File: src/hdl/engine_seq_regs.vh
// Register map, field positions, reset values and timing counts for the
// print engine scan and high-voltage sequencer. Assumes 32-bit AXI4-Lite words.
`ifndef ENGINE_SEQ_REGS_VH
`define ENGINE_SEQ_REGS_VH

// ****************************************
// Register byte offsets
// ****************************************
`define REG_CTRL 8'h00
`define REG_STATUS 8'h04
`define REG_XFER_DUTY 8'h08
`define REG_LEFT_MARGIN 8'h0C
`define REG_LINE_LEN 8'h10
`define REG_VIDEO_DATA 8'h14
`define REG_FUSE_PULSE 8'h18

// ****************************************
// Control fields
// ****************************************
`define CTRL_MOTOR_RUN 0
`define CTRL_XFER_ON 1
`define CTRL_MAIN_ON 2
`define CTRL_SUPPLY_ON 3
`define CTRL_DEV_ON 4
`define CTRL_DEV_HIGH 5
`define CTRL_PRINT_GO 6
`define CTRL_COUNT_CLR_DONE 7

// ****************************************
// Status fields
// ****************************************
`define STAT_READY 0
`define STAT_COVER_OPEN 1
`define STAT_FUSE_INTACT 2
`define STAT_NEW_CART 3
`define STAT_CLEAR_REQ 4
`define STAT_FUSE_BLOWING 5
`define STAT_VIDEO_ACTIVE 6
`define STAT_PAPER_FEED 7

// ****************************************
// Reset values and timing
// ****************************************
`define DUTY_RESET 8'hFF
`define MARGIN_RESET 16'h0040
`define LINE_LEN_RESET 16'h0400
`define FUSE_PULSE_MS 100
`define CLK_HZ 20000000
`define FUSE_PULSE_CYCLES ((`FUSE_PULSE_MS * (`CLK_HZ / 1000)))
`define AXI_OKAY 2'b00
`define AXI_DECERR 2'b11

`endif

File: src/hdl/duty_pwm.v
// Free-running PWM generator for the transfer level line.
// Assumes one clock; a duty of all ones holds the output high.
`timescale 1ns/1ps
`default_nettype none

module duty_pwm #(
  parameter WIDTH = 8
) (
  input wire clk,
  input wire rst,
  input wire [WIDTH-1:0] duty,
  output reg pwmOut
);

  reg [WIDTH-1:0] phase_reg;

  // ****************************************
  // Phase counter and compare
  // ****************************************
  // Full-scale duty pins the output high for zero positive transfer
  always @(posedge clk or posedge rst) begin
    if (rst) begin
      phase_reg <= {WIDTH{1'b0}};
      pwmOut <= 1'b1;
    end else begin
      phase_reg <= phase_reg + {{(WIDTH-1){1'b0}}, 1'b1};
      pwmOut <= (&duty) || (phase_reg < duty);
    end
  end

endmodule

`default_nettype wire

File: src/hdl/print_engine_seq.v
// Top of the scan and high-voltage sequencer with its AXI4-Lite slave.
// Assumes sensor inputs already synchronous to clk; NVRAM handled by software.
// Operation
// RULE1: Assert motor run line to spin mirror
// RULE2: Scan unit raises ready at constant speed
// RULE3: Scan unit pulses sync once per line
// RULE4: Video aligns its left edge to sync
// RULE5: Laser fires only through video line
// RULE6: On cover open, test cartridge fuse
// RULE7: Intact fuse means new; clear count
// RULE8: Then apply 24V to blow fuse
// RULE9: Transfer enable low activates both sections
// RULE10: PWM held high gives 0V positive
// RULE11: PWM duty sets positive transfer level
// RULE12: Main enable high turns on charge
// RULE13: Supply or developer enable low turns on
// RULE14: Developer level selectable 300V or 350V
// RULE15: Image data only after paper feeding
// RULE16: Hold motor, withhold video until ready
// RULE17: Duty is register; full high zero output
`timescale 1ns/1ps
`include "engine_seq_regs.vh"
`default_nettype none

module print_engine_seq #(
  parameter FUSE_CYCLES = `FUSE_PULSE_CYCLES,
  parameter DUTY_WIDTH = 8
) (
  input wire clk,
  input wire rst,
  input wire [7:0] s_axi_awaddr,
  input wire s_axi_awvalid,
  output reg s_axi_awready,
  input wire [31:0] s_axi_wdata,
  input wire [3:0] s_axi_wstrb,
  input wire s_axi_wvalid,
  output reg s_axi_wready,
  output reg [1:0] s_axi_bresp,
  output reg s_axi_bvalid,
  input wire s_axi_bready,
  input wire [7:0] s_axi_araddr,
  input wire s_axi_arvalid,
  output reg s_axi_arready,
  output reg [31:0] s_axi_rdata,
  output reg [1:0] s_axi_rresp,
  output reg s_axi_rvalid,
  input wire s_axi_rready,
  input wire scannerReady,
  input wire lineSync,
  input wire coverOpen,
  input wire fuseIntact,
  input wire paperFeed,
  output reg mirrorMotorRun,
  output reg laserVideo,
  output reg transferEnable_n,
  output reg transferLevelPwm,
  output reg mainChargeEnable,
  output reg supplyBiasEnable_n,
  output reg developerBiasEnable_n,
  output reg developerLevelHigh,
  output reg fuseBlowEnable
);

  localparam CART_IDLE = 4'b0001;
  localparam CART_CLEAR = 4'b0010;
  localparam CART_BLOW = 4'b0100;
  localparam CART_WAIT = 4'b1000;

  reg [7:0] ctrl_reg;
  reg [DUTY_WIDTH-1:0] duty_reg;
  reg [15:0] margin_reg;
  reg [15:0] lineLen_reg;
  reg [31:0] videoWord_reg;
  reg [31:0] fuseCount_reg;
  reg [3:0] cart_reg;
  reg newCart_reg;
  reg coverPrev_reg;
  reg syncPrev_reg;
  reg videoActive_reg;
  reg [15:0] pixCount_reg;
  reg [7:0] awAddr_reg;
  reg awHeld_reg;
  reg [31:0] wData_reg;
  reg [3:0] wStrb_reg;
  reg wHeld_reg;
  wire pwmRaw;
  wire doWrite;
  wire syncRise;
  wire coverRise;
  wire clrDoneWr;
  reg [31:0] rdMux;
  reg rdHit;

  // ****************************************
  // Transfer PWM
  // ****************************************
  duty_pwm #(
    .WIDTH(DUTY_WIDTH)
  ) xferPwm (
    .clk(clk),
    .rst(rst),
    .duty(duty_reg), // [RULE17]
    .pwmOut(pwmRaw)
  );

  // ****************************************
  // AXI4-Lite write path
  // ****************************************
  // Address and data latched independently, either may arrive first
  assign doWrite = awHeld_reg && wHeld_reg && !s_axi_bvalid;
  assign clrDoneWr = doWrite && (awAddr_reg == `REG_CTRL) && wStrb_reg[0] &&
    wData_reg[`CTRL_COUNT_CLR_DONE];

  always @(posedge clk or posedge rst) begin
    if (rst) begin
      s_axi_awready <= 1'b1;
      s_axi_wready <= 1'b1;
      s_axi_bvalid <= 1'b0;
      s_axi_bresp <= `AXI_OKAY;
      awHeld_reg <= 1'b0;
      wHeld_reg <= 1'b0;
      awAddr_reg <= 8'h00;
      wData_reg <= 32'h0000_0000;
      wStrb_reg <= 4'h0;
      ctrl_reg <= 8'h00;
      duty_reg <= {DUTY_WIDTH{1'b1}};
      margin_reg <= `MARGIN_RESET;
      lineLen_reg <= `LINE_LEN_RESET;
      videoWord_reg <= 32'h0000_0000;
    end else begin
      if (s_axi_awvalid && s_axi_awready) begin
        awAddr_reg <= s_axi_awaddr;
        awHeld_reg <= 1'b1;
        s_axi_awready <= 1'b0;
      end
      if (s_axi_wvalid && s_axi_wready) begin
        wData_reg <= s_axi_wdata;
        wStrb_reg <= s_axi_wstrb;
        wHeld_reg <= 1'b1;
        s_axi_wready <= 1'b0;
      end
      if (doWrite) begin
        awHeld_reg <= 1'b0;
        wHeld_reg <= 1'b0;
        s_axi_bvalid <= 1'b1;
        s_axi_bresp <= `AXI_OKAY;
        case (awAddr_reg)
          `REG_CTRL: begin
            if (wStrb_reg[0]) begin
              ctrl_reg <= {1'b0, wData_reg[6:0]};
            end
          end
          `REG_XFER_DUTY: begin
            if (wStrb_reg[0]) begin
              duty_reg <= wData_reg[DUTY_WIDTH-1:0]; // [RULE17]
            end
          end
          `REG_LEFT_MARGIN: begin
            if (wStrb_reg[0]) margin_reg[7:0] <= wData_reg[7:0];
            if (wStrb_reg[1]) margin_reg[15:8] <= wData_reg[15:8];
          end
          `REG_LINE_LEN: begin
            if (wStrb_reg[0]) lineLen_reg[7:0] <= wData_reg[7:0];
            if (wStrb_reg[1]) lineLen_reg[15:8] <= wData_reg[15:8];
          end
          `REG_VIDEO_DATA: begin
            if (wStrb_reg[0]) videoWord_reg[7:0] <= wData_reg[7:0];
            if (wStrb_reg[1]) videoWord_reg[15:8] <= wData_reg[15:8];
            if (wStrb_reg[2]) videoWord_reg[23:16] <= wData_reg[23:16];
            if (wStrb_reg[3]) videoWord_reg[31:24] <= wData_reg[31:24];
          end
          `REG_STATUS, `REG_FUSE_PULSE: begin
            s_axi_bresp <= `AXI_OKAY;
          end
          default: begin
            s_axi_bresp <= `AXI_DECERR;
          end
        endcase
      end
      if (s_axi_bvalid && s_axi_bready) begin
        s_axi_bvalid <= 1'b0;
        s_axi_awready <= 1'b1;
        s_axi_wready <= 1'b1;
      end
    end
  end

  // ****************************************
  // AXI4-Lite read path
  // ****************************************
  always @* begin
    rdMux = 32'h0000_0000;
    rdHit = 1'b1;
    case (s_axi_araddr)
      `REG_CTRL: rdMux = {24'h00_0000, ctrl_reg};
      `REG_STATUS: rdMux = {24'h00_0000, paperFeed, videoActive_reg,
        fuseBlowEnable, cart_reg[1], newCart_reg, fuseIntact, coverOpen,
        scannerReady};
      `REG_XFER_DUTY: rdMux = {{(32-DUTY_WIDTH){1'b0}}, duty_reg};
      `REG_LEFT_MARGIN: rdMux = {16'h0000, margin_reg};
      `REG_LINE_LEN: rdMux = {16'h0000, lineLen_reg};
      `REG_VIDEO_DATA: rdMux = videoWord_reg;
      `REG_FUSE_PULSE: rdMux = fuseCount_reg;
      default: rdHit = 1'b0;
    endcase
  end

  always @(posedge clk or posedge rst) begin
    if (rst) begin
      s_axi_arready <= 1'b1;
      s_axi_rvalid <= 1'b0;
      s_axi_rdata <= 32'h0000_0000;
      s_axi_rresp <= `AXI_OKAY;
    end else if (s_axi_arvalid && s_axi_arready) begin
      s_axi_arready <= 1'b0;
      s_axi_rvalid <= 1'b1;
      s_axi_rdata <= rdMux;
      s_axi_rresp <= rdHit ? `AXI_OKAY : `AXI_DECERR;
    end else if (s_axi_rvalid && s_axi_rready) begin
      s_axi_rvalid <= 1'b0;
      s_axi_arready <= 1'b1;
    end
  end

  // ****************************************
  // New cartridge check
  // ****************************************
  // Software owns the NVRAM write; hardware waits for its done strobe
  assign coverRise = coverOpen && !coverPrev_reg;

  always @(posedge clk or posedge rst) begin
    if (rst) begin
      cart_reg <= CART_IDLE;
      coverPrev_reg <= 1'b0;
      newCart_reg <= 1'b0;
      fuseCount_reg <= 32'h0000_0000;
      fuseBlowEnable <= 1'b0;
    end else begin
      coverPrev_reg <= coverOpen;
      case (cart_reg)
        CART_IDLE: begin
          fuseBlowEnable <= 1'b0;
          if (coverRise) begin
            newCart_reg <= fuseIntact; // [RULE6]
            if (fuseIntact) begin
              cart_reg <= CART_CLEAR; // [RULE7]
            end
          end
        end
        CART_CLEAR: begin
          if (clrDoneWr) begin
            cart_reg <= CART_BLOW;
            fuseCount_reg <= FUSE_CYCLES;
            fuseBlowEnable <= 1'b1; // [RULE8]
          end
        end
        CART_BLOW: begin
          if (fuseCount_reg <= 32'h0000_0001) begin
            fuseCount_reg <= 32'h0000_0000;
            fuseBlowEnable <= 1'b0;
            cart_reg <= CART_WAIT;
          end else begin
            fuseCount_reg <= fuseCount_reg - 32'h0000_0001;
          end
        end
        CART_WAIT: begin
          fuseBlowEnable <= 1'b0;
          if (!coverOpen) cart_reg <= CART_IDLE;
        end
        default: begin
          cart_reg <= CART_IDLE;
          fuseBlowEnable <= 1'b0;
        end
      endcase
    end
  end

  // ****************************************
  // Scan unit and video alignment
  // ****************************************
  assign syncRise = lineSync && !syncPrev_reg;

  always @(posedge clk or posedge rst) begin
    if (rst) begin
      syncPrev_reg <= 1'b0;
      videoActive_reg <= 1'b0;
      pixCount_reg <= 16'h0000;
      mirrorMotorRun <= 1'b0;
      laserVideo <= 1'b0;
    end else begin
      syncPrev_reg <= lineSync;
      mirrorMotorRun <= ctrl_reg[`CTRL_MOTOR_RUN]; // [RULE1] [RULE16]
      if (!scannerReady || !paperFeed || !ctrl_reg[`CTRL_PRINT_GO]) begin
        videoActive_reg <= 1'b0; // [RULE15] [RULE16]
        pixCount_reg <= 16'h0000;
      end else if (syncRise) begin
        videoActive_reg <= 1'b1; // [RULE4]
        pixCount_reg <= 16'h0000;
      end else if (videoActive_reg) begin
        pixCount_reg <= pixCount_reg + 16'h0001;
        if (pixCount_reg >= margin_reg + lineLen_reg) begin
          videoActive_reg <= 1'b0;
        end
      end
      // Laser only ever sees the video bit, never a separate fire line
      laserVideo <= scannerReady && paperFeed && ctrl_reg[`CTRL_PRINT_GO] &&
        videoActive_reg && (pixCount_reg >= margin_reg) &&
        (pixCount_reg < margin_reg + lineLen_reg) &&
        videoWord_reg[pixCount_reg[4:0]]; // [RULE5] [RULE4]
    end
  end

  // ****************************************
  // High-voltage supply lines
  // ****************************************
  always @(posedge clk or posedge rst) begin
    if (rst) begin
      transferEnable_n <= 1'b1;
      transferLevelPwm <= 1'b1;
      mainChargeEnable <= 1'b0;
      supplyBiasEnable_n <= 1'b1;
      developerBiasEnable_n <= 1'b1;
      developerLevelHigh <= 1'b0;
    end else begin
      transferEnable_n <= !ctrl_reg[`CTRL_XFER_ON]; // [RULE9]
      transferLevelPwm <= pwmRaw; // [RULE10] [RULE11]
      mainChargeEnable <= ctrl_reg[`CTRL_MAIN_ON]; // [RULE12]
      supplyBiasEnable_n <= !(ctrl_reg[`CTRL_MAIN_ON] && ctrl_reg[`CTRL_SUPPLY_ON]); // [RULE13]
      developerBiasEnable_n <= !(ctrl_reg[`CTRL_MAIN_ON] && ctrl_reg[`CTRL_DEV_ON]); // [RULE13]
      developerLevelHigh <= ctrl_reg[`CTRL_DEV_HIGH]; // [RULE14]
    end
  end

endmodule

`default_nettype wire

File: config.mk
export PLATFORM = sky130hd
export DESIGN_NAME = print_engine_seq
export DESIGN_NICKNAME = d
export VERILOG_FILES = /design/src/hdl/duty_pwm.v /design/src/hdl/print_engine_seq.v
export VERILOG_INCLUDE_DIRS = /design/src /design/src/hdl
export SDC_FILE = /design/constraint.sdc
export NUM_CORES = 1
export LEC_CHECK = 0
export BUFFER_PORTS_ARGS = -buffer_cell sky130_fd_sc_hd__buf_4
export CAP_MARGIN = 20
export CELL_PAD_IN_SITES_DETAIL_PLACEMENT = 0
export CELL_PAD_IN_SITES_GLOBAL_PLACEMENT = 1
export CORE_AREA = 2 2 190 192
export CTS_CLUSTER_DIAMETER = 50
export DETAILED_ROUTE_END_ITERATION = 6
export DIE_AREA = 0 0 192 194
export GPL_TIMING_DRIVEN = 0
export PLACE_DENSITY = 0.72
export SETUP_SLACK_MARGIN = 0.3
export SLEW_MARGIN = 20
export SYNTH_ARGS = -nofsm -noshare
export SYNTH_HDL_FRONTEND = slang
export SYNTH_SLANG_ARGS = --single-unit
File: constraint.sdc
create_clock -name clk -period 11.5 [get_ports clk]
set_input_delay 2.3 -clock clk [delete_from_list [all_inputs] [get_ports clk]]
set_output_delay 2.3 -clock clk [all_outputs]
set_load 0.05 [all_outputs]
# ---- Word-level counts from Yosys, hierarchy flattened
# Index checks and enable logic that the tools add are counted.
dict set report totals {
  reg_bits 240
  in_bits 64
  out_inout_bits 50
  wordCells 170
}
dict set report op_classes {
  addsub 4
  n_lt_le_gt_ge 6
  eq_ne 21
  n_mux 39
  n_reduce_logical 59
}
# op count
set op_table {}
lappend op_table {{32-bit one-hot mux with 7 select lines} 1}
lappend op_table {{32-bit two-way mux} 2}
lappend op_table {{32-bit one-hot mux with 2 select lines} 1}
lappend op_table {{8-bit by 5-bit == test with 1-bit output (second input constant)} 6}
lappend op_table {{16-bit two-way mux} 3}
lappend op_table {{8-bit by 4-bit == test with 1-bit output (second input constant)} 4}
lappend op_table {{16-bit >= comparator} 2}
lappend op_table {{32-bit by 1-bit <= comparator with 1-bit output (second input constant)} 1}
lappend op_table {{32-bit by 1-bit subtractor with 32-bit output (second input constant)} 1}
lappend op_table {{3-bit AND reduction} 10}
lappend op_table {{1-bit two-way mux} 22}
lappend op_table {{1-bit logical AND} 20}
lappend op_table {{4-bit two-way mux} 5}
lappend op_table {{16-bit by 1-bit adder with 16-bit output (second input constant)} 1}
lappend op_table {{16-bit adder} 1}
lappend op_table {{8-bit by 3-bit == test with 1-bit output (second input constant)} 2}
lappend op_table {{8-bit logical NOT} 2}
lappend op_table {{16-bit less-than comparator} 1}
lappend op_table {{4-bit one-hot mux with 4 select lines} 1}
lappend op_table {{2-bit nonzero test} 7}
lappend op_table {{7-bit OR reduction} 2}
lappend op_table {{2-bit != test (second input constant)} 5}
lappend op_table {{1-bit logical NOT} 9}
lappend op_table {{8-bit by 1-bit adder with 8-bit output (second input constant)} 1}
lappend op_table {{other kinds (14)} 19}

# ---- Logic depth before layout (Yosys ltp)
dict set report logic_depth {
  ltp_word 7
  depth_mapped 15
  ltp_nobuf 15
}

# ---- Modules after synthesis
# A second synthesis with hierarchy kept.
dict set report unflattened {
  cells_unflattened 1084
  area_unflattened_um2 12087.8
}
# mod n_inst cells_each area_per_inst_um2 seq_area_each_um2
set by_module_without_submodules {}
lappend by_module_without_submodules {print_engine_seq 1 1033 11554.8 5753.0}
lappend by_module_without_submodules {duty_pwm 1 51 533.0 226.5}

# ---- Worst setup path before layout
# No wires, ideal clock.
dict set report synth_path {
  path_kind {in2reg}
  startpoint {in s_axi_araddr[1]}
  endpoint {reg s_axi_rdata[16]}
  setup_time_ps 83
  arrival_time_ps 4042
  t_required_ps 11417
  setup_slack_ps 7375
  path_stages 7
  path_buffers 2
  path_cell_list {or4_1 -> nor2_1 -> and3_1 -> clkbuf_1 -> buf_2 -> a22oi_1 -> o21ai_0}
}
dict set report synth_via {
  elab_chain_len 2
  elab_cells_between_ends 8
  classes_between {eq/ne (6); mux (1); reduce/logical (1)}
}
# element line_no
set synth_lines {}
lappend synth_lines {{start, declared} print_engine_seq.v:41} ;# input wire [7:0] s_axi_araddr,
lappend synth_lines {{8-bit by 5-bit == test with 1-bit output (tied with other cells)} print_engine_seq.v:194} ;# case (s_axi_araddr)
lappend synth_lines {{32-bit one-hot mux with 7 select lines *} print_engine_seq.v:194}
lappend synth_lines {{end signal, assigned} print_engine_seq.v:217} ;# s_axi_rdata <= rdMux;
lappend synth_lines {{end, declared} print_engine_seq.v:44} ;# output reg [31:0] s_axi_rdata,
# Every way passes the cells marked *; elsewhere a longest branch is shown, timed or not.
# A chain may end at the register's enable or synchronous reset.

# ---- Worst setup path after layout
dict set report layout_path {
  startpoint {in s_axi_araddr[1]}
  endpoint {reg s_axi_rdata[19]}
}
# Same word-level chain as after synthesis.

==> out/qor.yml <==
floorplanning:
  ios: 114
  die-area_um2: 37200
  num_rows: 69
  initial_core_util_pct: 34.7
  die_w_um: 192
  die_h_um: 194
  coreArea_um2: 35200
power_and_ir_drop:
  leakage_nw: 6.85
  ir_drop_mv: 0.124
  p_int_mw: 1.81
  pwr-share-seq_pct: 42.2
  pwr-share-clk_pct: 45.0
  p_sw_uw: 667
  finalPower_mw: 2.48
  p_per_area_nw_per_um2: 166
  p_sw_share_pct: 26.9
  p_comb_share_pct: 12.7
setup_path:
  r2r_slack_ps: 7450
  slowest_stage: "nor2_1"
  crit_chain: "buf_4 -> or4_1 -> nor2_1 -> and3_1 -> clkbuf_1 -> buf_2 -> a22oi_1 -> o21ai_0"
  rr_startpoint: "margin_reg[1]"
  crit_path_max_fanout: 10
  crit_path_end_kind: "flop"
  path_class: "in -> reg"
  max_stage_delay_ps: 570
  rr_endpoint: "laserVideo"
  cp-start-kind: "input pin"
  ff2ff_path_depth: 14
  cp.required_ps: 11920
  cp.arrival_ps: 4980
finish:
  fin_area_um2: 14900
  final_layout_size_suffix_gt1_share_pct: 28.6
  nNetsFinal: 1366
  seqCellArea_um2: 5980
  multiInputGateArea_um2: 5870
  antenna_cells: 0
  fill_cells: 3391
  area_growth_syn_to_layout_pct: 22.2
timing:
  clock.fmax_ghz: 0.219
  worstMarginPinSlew_ps: 1120
  relSlewSlack_pct: 25.6
  finClkSkew_ps: 19.3
  finalWorstSetupSlack_ps: 6940
  setup_violations: 0
  tns_ps: 0
  finalHoldViolations: 0
  post-route-min-period_ps: 4560
  rsz0062_at_grt: "no"
  slew_viol_final: 0
  period_share_pct: 39.7
logic_synthesis:
  syn-num-nets: 1214
  synth_ff_type: "dfrtp_1"
  syn-cell-area_um2: 12200
  postSynthAreaPerCell_um2: 11.2
  synth_warnings: 0
  postSynthCellCount: 1091
  seq_area_frac_synth_pct: 49.0
  ys_ff_latch: 238
  synthArstFlopShare_pct: 100
  ys_types: 65
  synth_enable_flop_cells: 0
place:
  routabilityCongestion: 0.857
  dp_hpwl_um: 24500
  post_dp_cell_area_um2: 13700
  port_buffers: 113
  dp_slack_ps: 6460
clock_network:
  clockRootBuffer: "clkbuf_16"
  h-tree-depth: 2
  clock_sinks: 238
  clk_pin_slew_ps: 50
  postCtsSetupBuffers: 0
  cts_buffers: 35
  clock_latency_ps: 520
  cts_tree: "yes"
  cts_resized: 0
  cts_buffer_depth: 3
  ctsHoldBuffers: 0
drt:
  dr_total_vias: 9249
  vias_per_cell: 5.35
  drtIter0Drc: 663
  wl_um: 33600
  remaining_drc_errors: 0
  ant_nets: 0
  dr.pass1.iters: 5
  routedWlPerCell_um: 19.4
run:
  drv_cap: 0
global_routing:
  antenna_found_initial: 0
  grt_use_total_pct: 18.4
  grt_max_degree: 98
  grt_pass1_wl_um: 53700
  grt-ovfl-total: 0
  grt_pass1_vias: 9303
min_path:
  hold_end: "transferLevelPwm"
  worstHoldStart: "xferPwm.pwmOut"
  hold_path_class: "reg -> reg"
  holdPathStages: 0
outcome:
  status: "completed"
## through the flow
step	hold WS [ps]	instances	util, %
finish	362	1729	42.4
global route	371	1729	42.4
CTS	366	1729	42.4
detailed placement	355	1667	38.9
global placement	349	1665	38.7
floorplan	345	1091	-
## cells by family (layout without fill, tap and decap cells)
kind of cell | count (synthesis) | count (layout) | synth area share (%)
buffers and inverters | 94 | 271 | 3.05
AOI/OAI and AO/OA | 238 | 238 | 12.4
adders and majority gates | 59 | 59 | 6.11
muxes | 147 | 147 | 14.9
and+or+nand+nor | 281 | 281 | 12.2
xor gates and xnor gates | 34 | 34 | 2.44
DFF | 238 | 238 | 49.0
## power groups by stage
stage / clock [mW] / combinational (mW) / sequential (mW)
after floorplan: 0 / 0.201 / 1.05
after global placement: 0 / 0.309 / 1.06
after detailed placement: 0 / 0.317 / 1.06
after CTS: 1.14 / 0.319 / 1.05
after global routing: 1.18 / 0.347 / 1.06
final: 1.12 / 0.315 / 1.05
## layout make-up
cell class / instances / area share [%]
buffer: 47 / 1.32
clock buffer: 41 / 6.36
clock inverter: 21 / 1.84
inverter: 47 / 1.23
multi-input combinational: 759 / 39.3
sequential: 238 / 40.0
tap: 461 / 3.86
timing repair buffer: 115 / 6.05
## critical path: cells and delay by family
| kind | cells | cell delay, ps |
|---|---|---|
| buf+inv | 3 | 970 |
| compound gates | 2 | 310 |
| simple gates | 3 | 1390 |
## cells in the final DEF (no fill, tap or decap), types with 33 or more instances in the layout
cell type,Yosys,routed
nand2_1,85,85
nor2_1,42,42
a21oi_1,50,50
o21ai_0,65,65
dfrtp_1,219,219
mux2_2,125,125
ha_1,58,58
clkbuf_1,31,33
clkbuf_16,0,36
inv_1,47,46
buf_4,2,115
## worst max path at each step
| stage | from | to | slack [ps] | depth (start not counted) |
|---|---|---|---|---|
| 2_1_floorplan | rst | awAddr_reg[0] | 2700 | 1 |
| 3_3_place_gp | rst | wData_reg[14] | -130 | 2 |
| 3_5_place_dp | s_axi_araddr[1] | s_axi_rdata[19] | 6460 | 8 |
| 4_1_cts | s_axi_araddr[1] | s_axi_rdata[19] | 6980 | 8 |
| 5_1_grt | s_axi_araddr[1] | s_axi_rdata[18] | 6730 | 8 |
| 6_report | s_axi_araddr[1] | s_axi_rdata[19] | 6940 | 8 |
## synth_stat cells (15+ instances only)
library cell / instances / area (um2)
dfrtp_1: 219 / 5480
mux2_2: 125 / 1410
nand2_1: 85 / 319
o21ai_0: 65 / 325
ha_1: 58 / 726
a21oi_1: 50 / 250
inv_1: 47 / 176
nor2_1: 42 / 158
clkbuf_1: 31 / 116
nand3_1: 25 / 125
nor3_1: 25 / 125
xor2_1: 21 / 184
nand4_1: 20 / 125
a31oi_1: 19 / 119
dfstp_2: 19 / 499
a22oi_1: 18 / 135
a22o_1: 17 / 149
mux4_2: 15 / 338
or3_1: 15 / 93.8
## layer usage
| layer | part of all wire (%) | track usage [%] | routed length (um) |
|---|---|---|---|
| met2 | 44 | 27.4 | 14900 |
| met4 | 2.1 | 4.50 | 689 |
| met1 | 47 | 27.4 | 15900 |
| met5 | 0 | 0 | 0 |
| met3 | 6.3 | 3.78 | 2100 |
(Power assumes the default switching activity.)
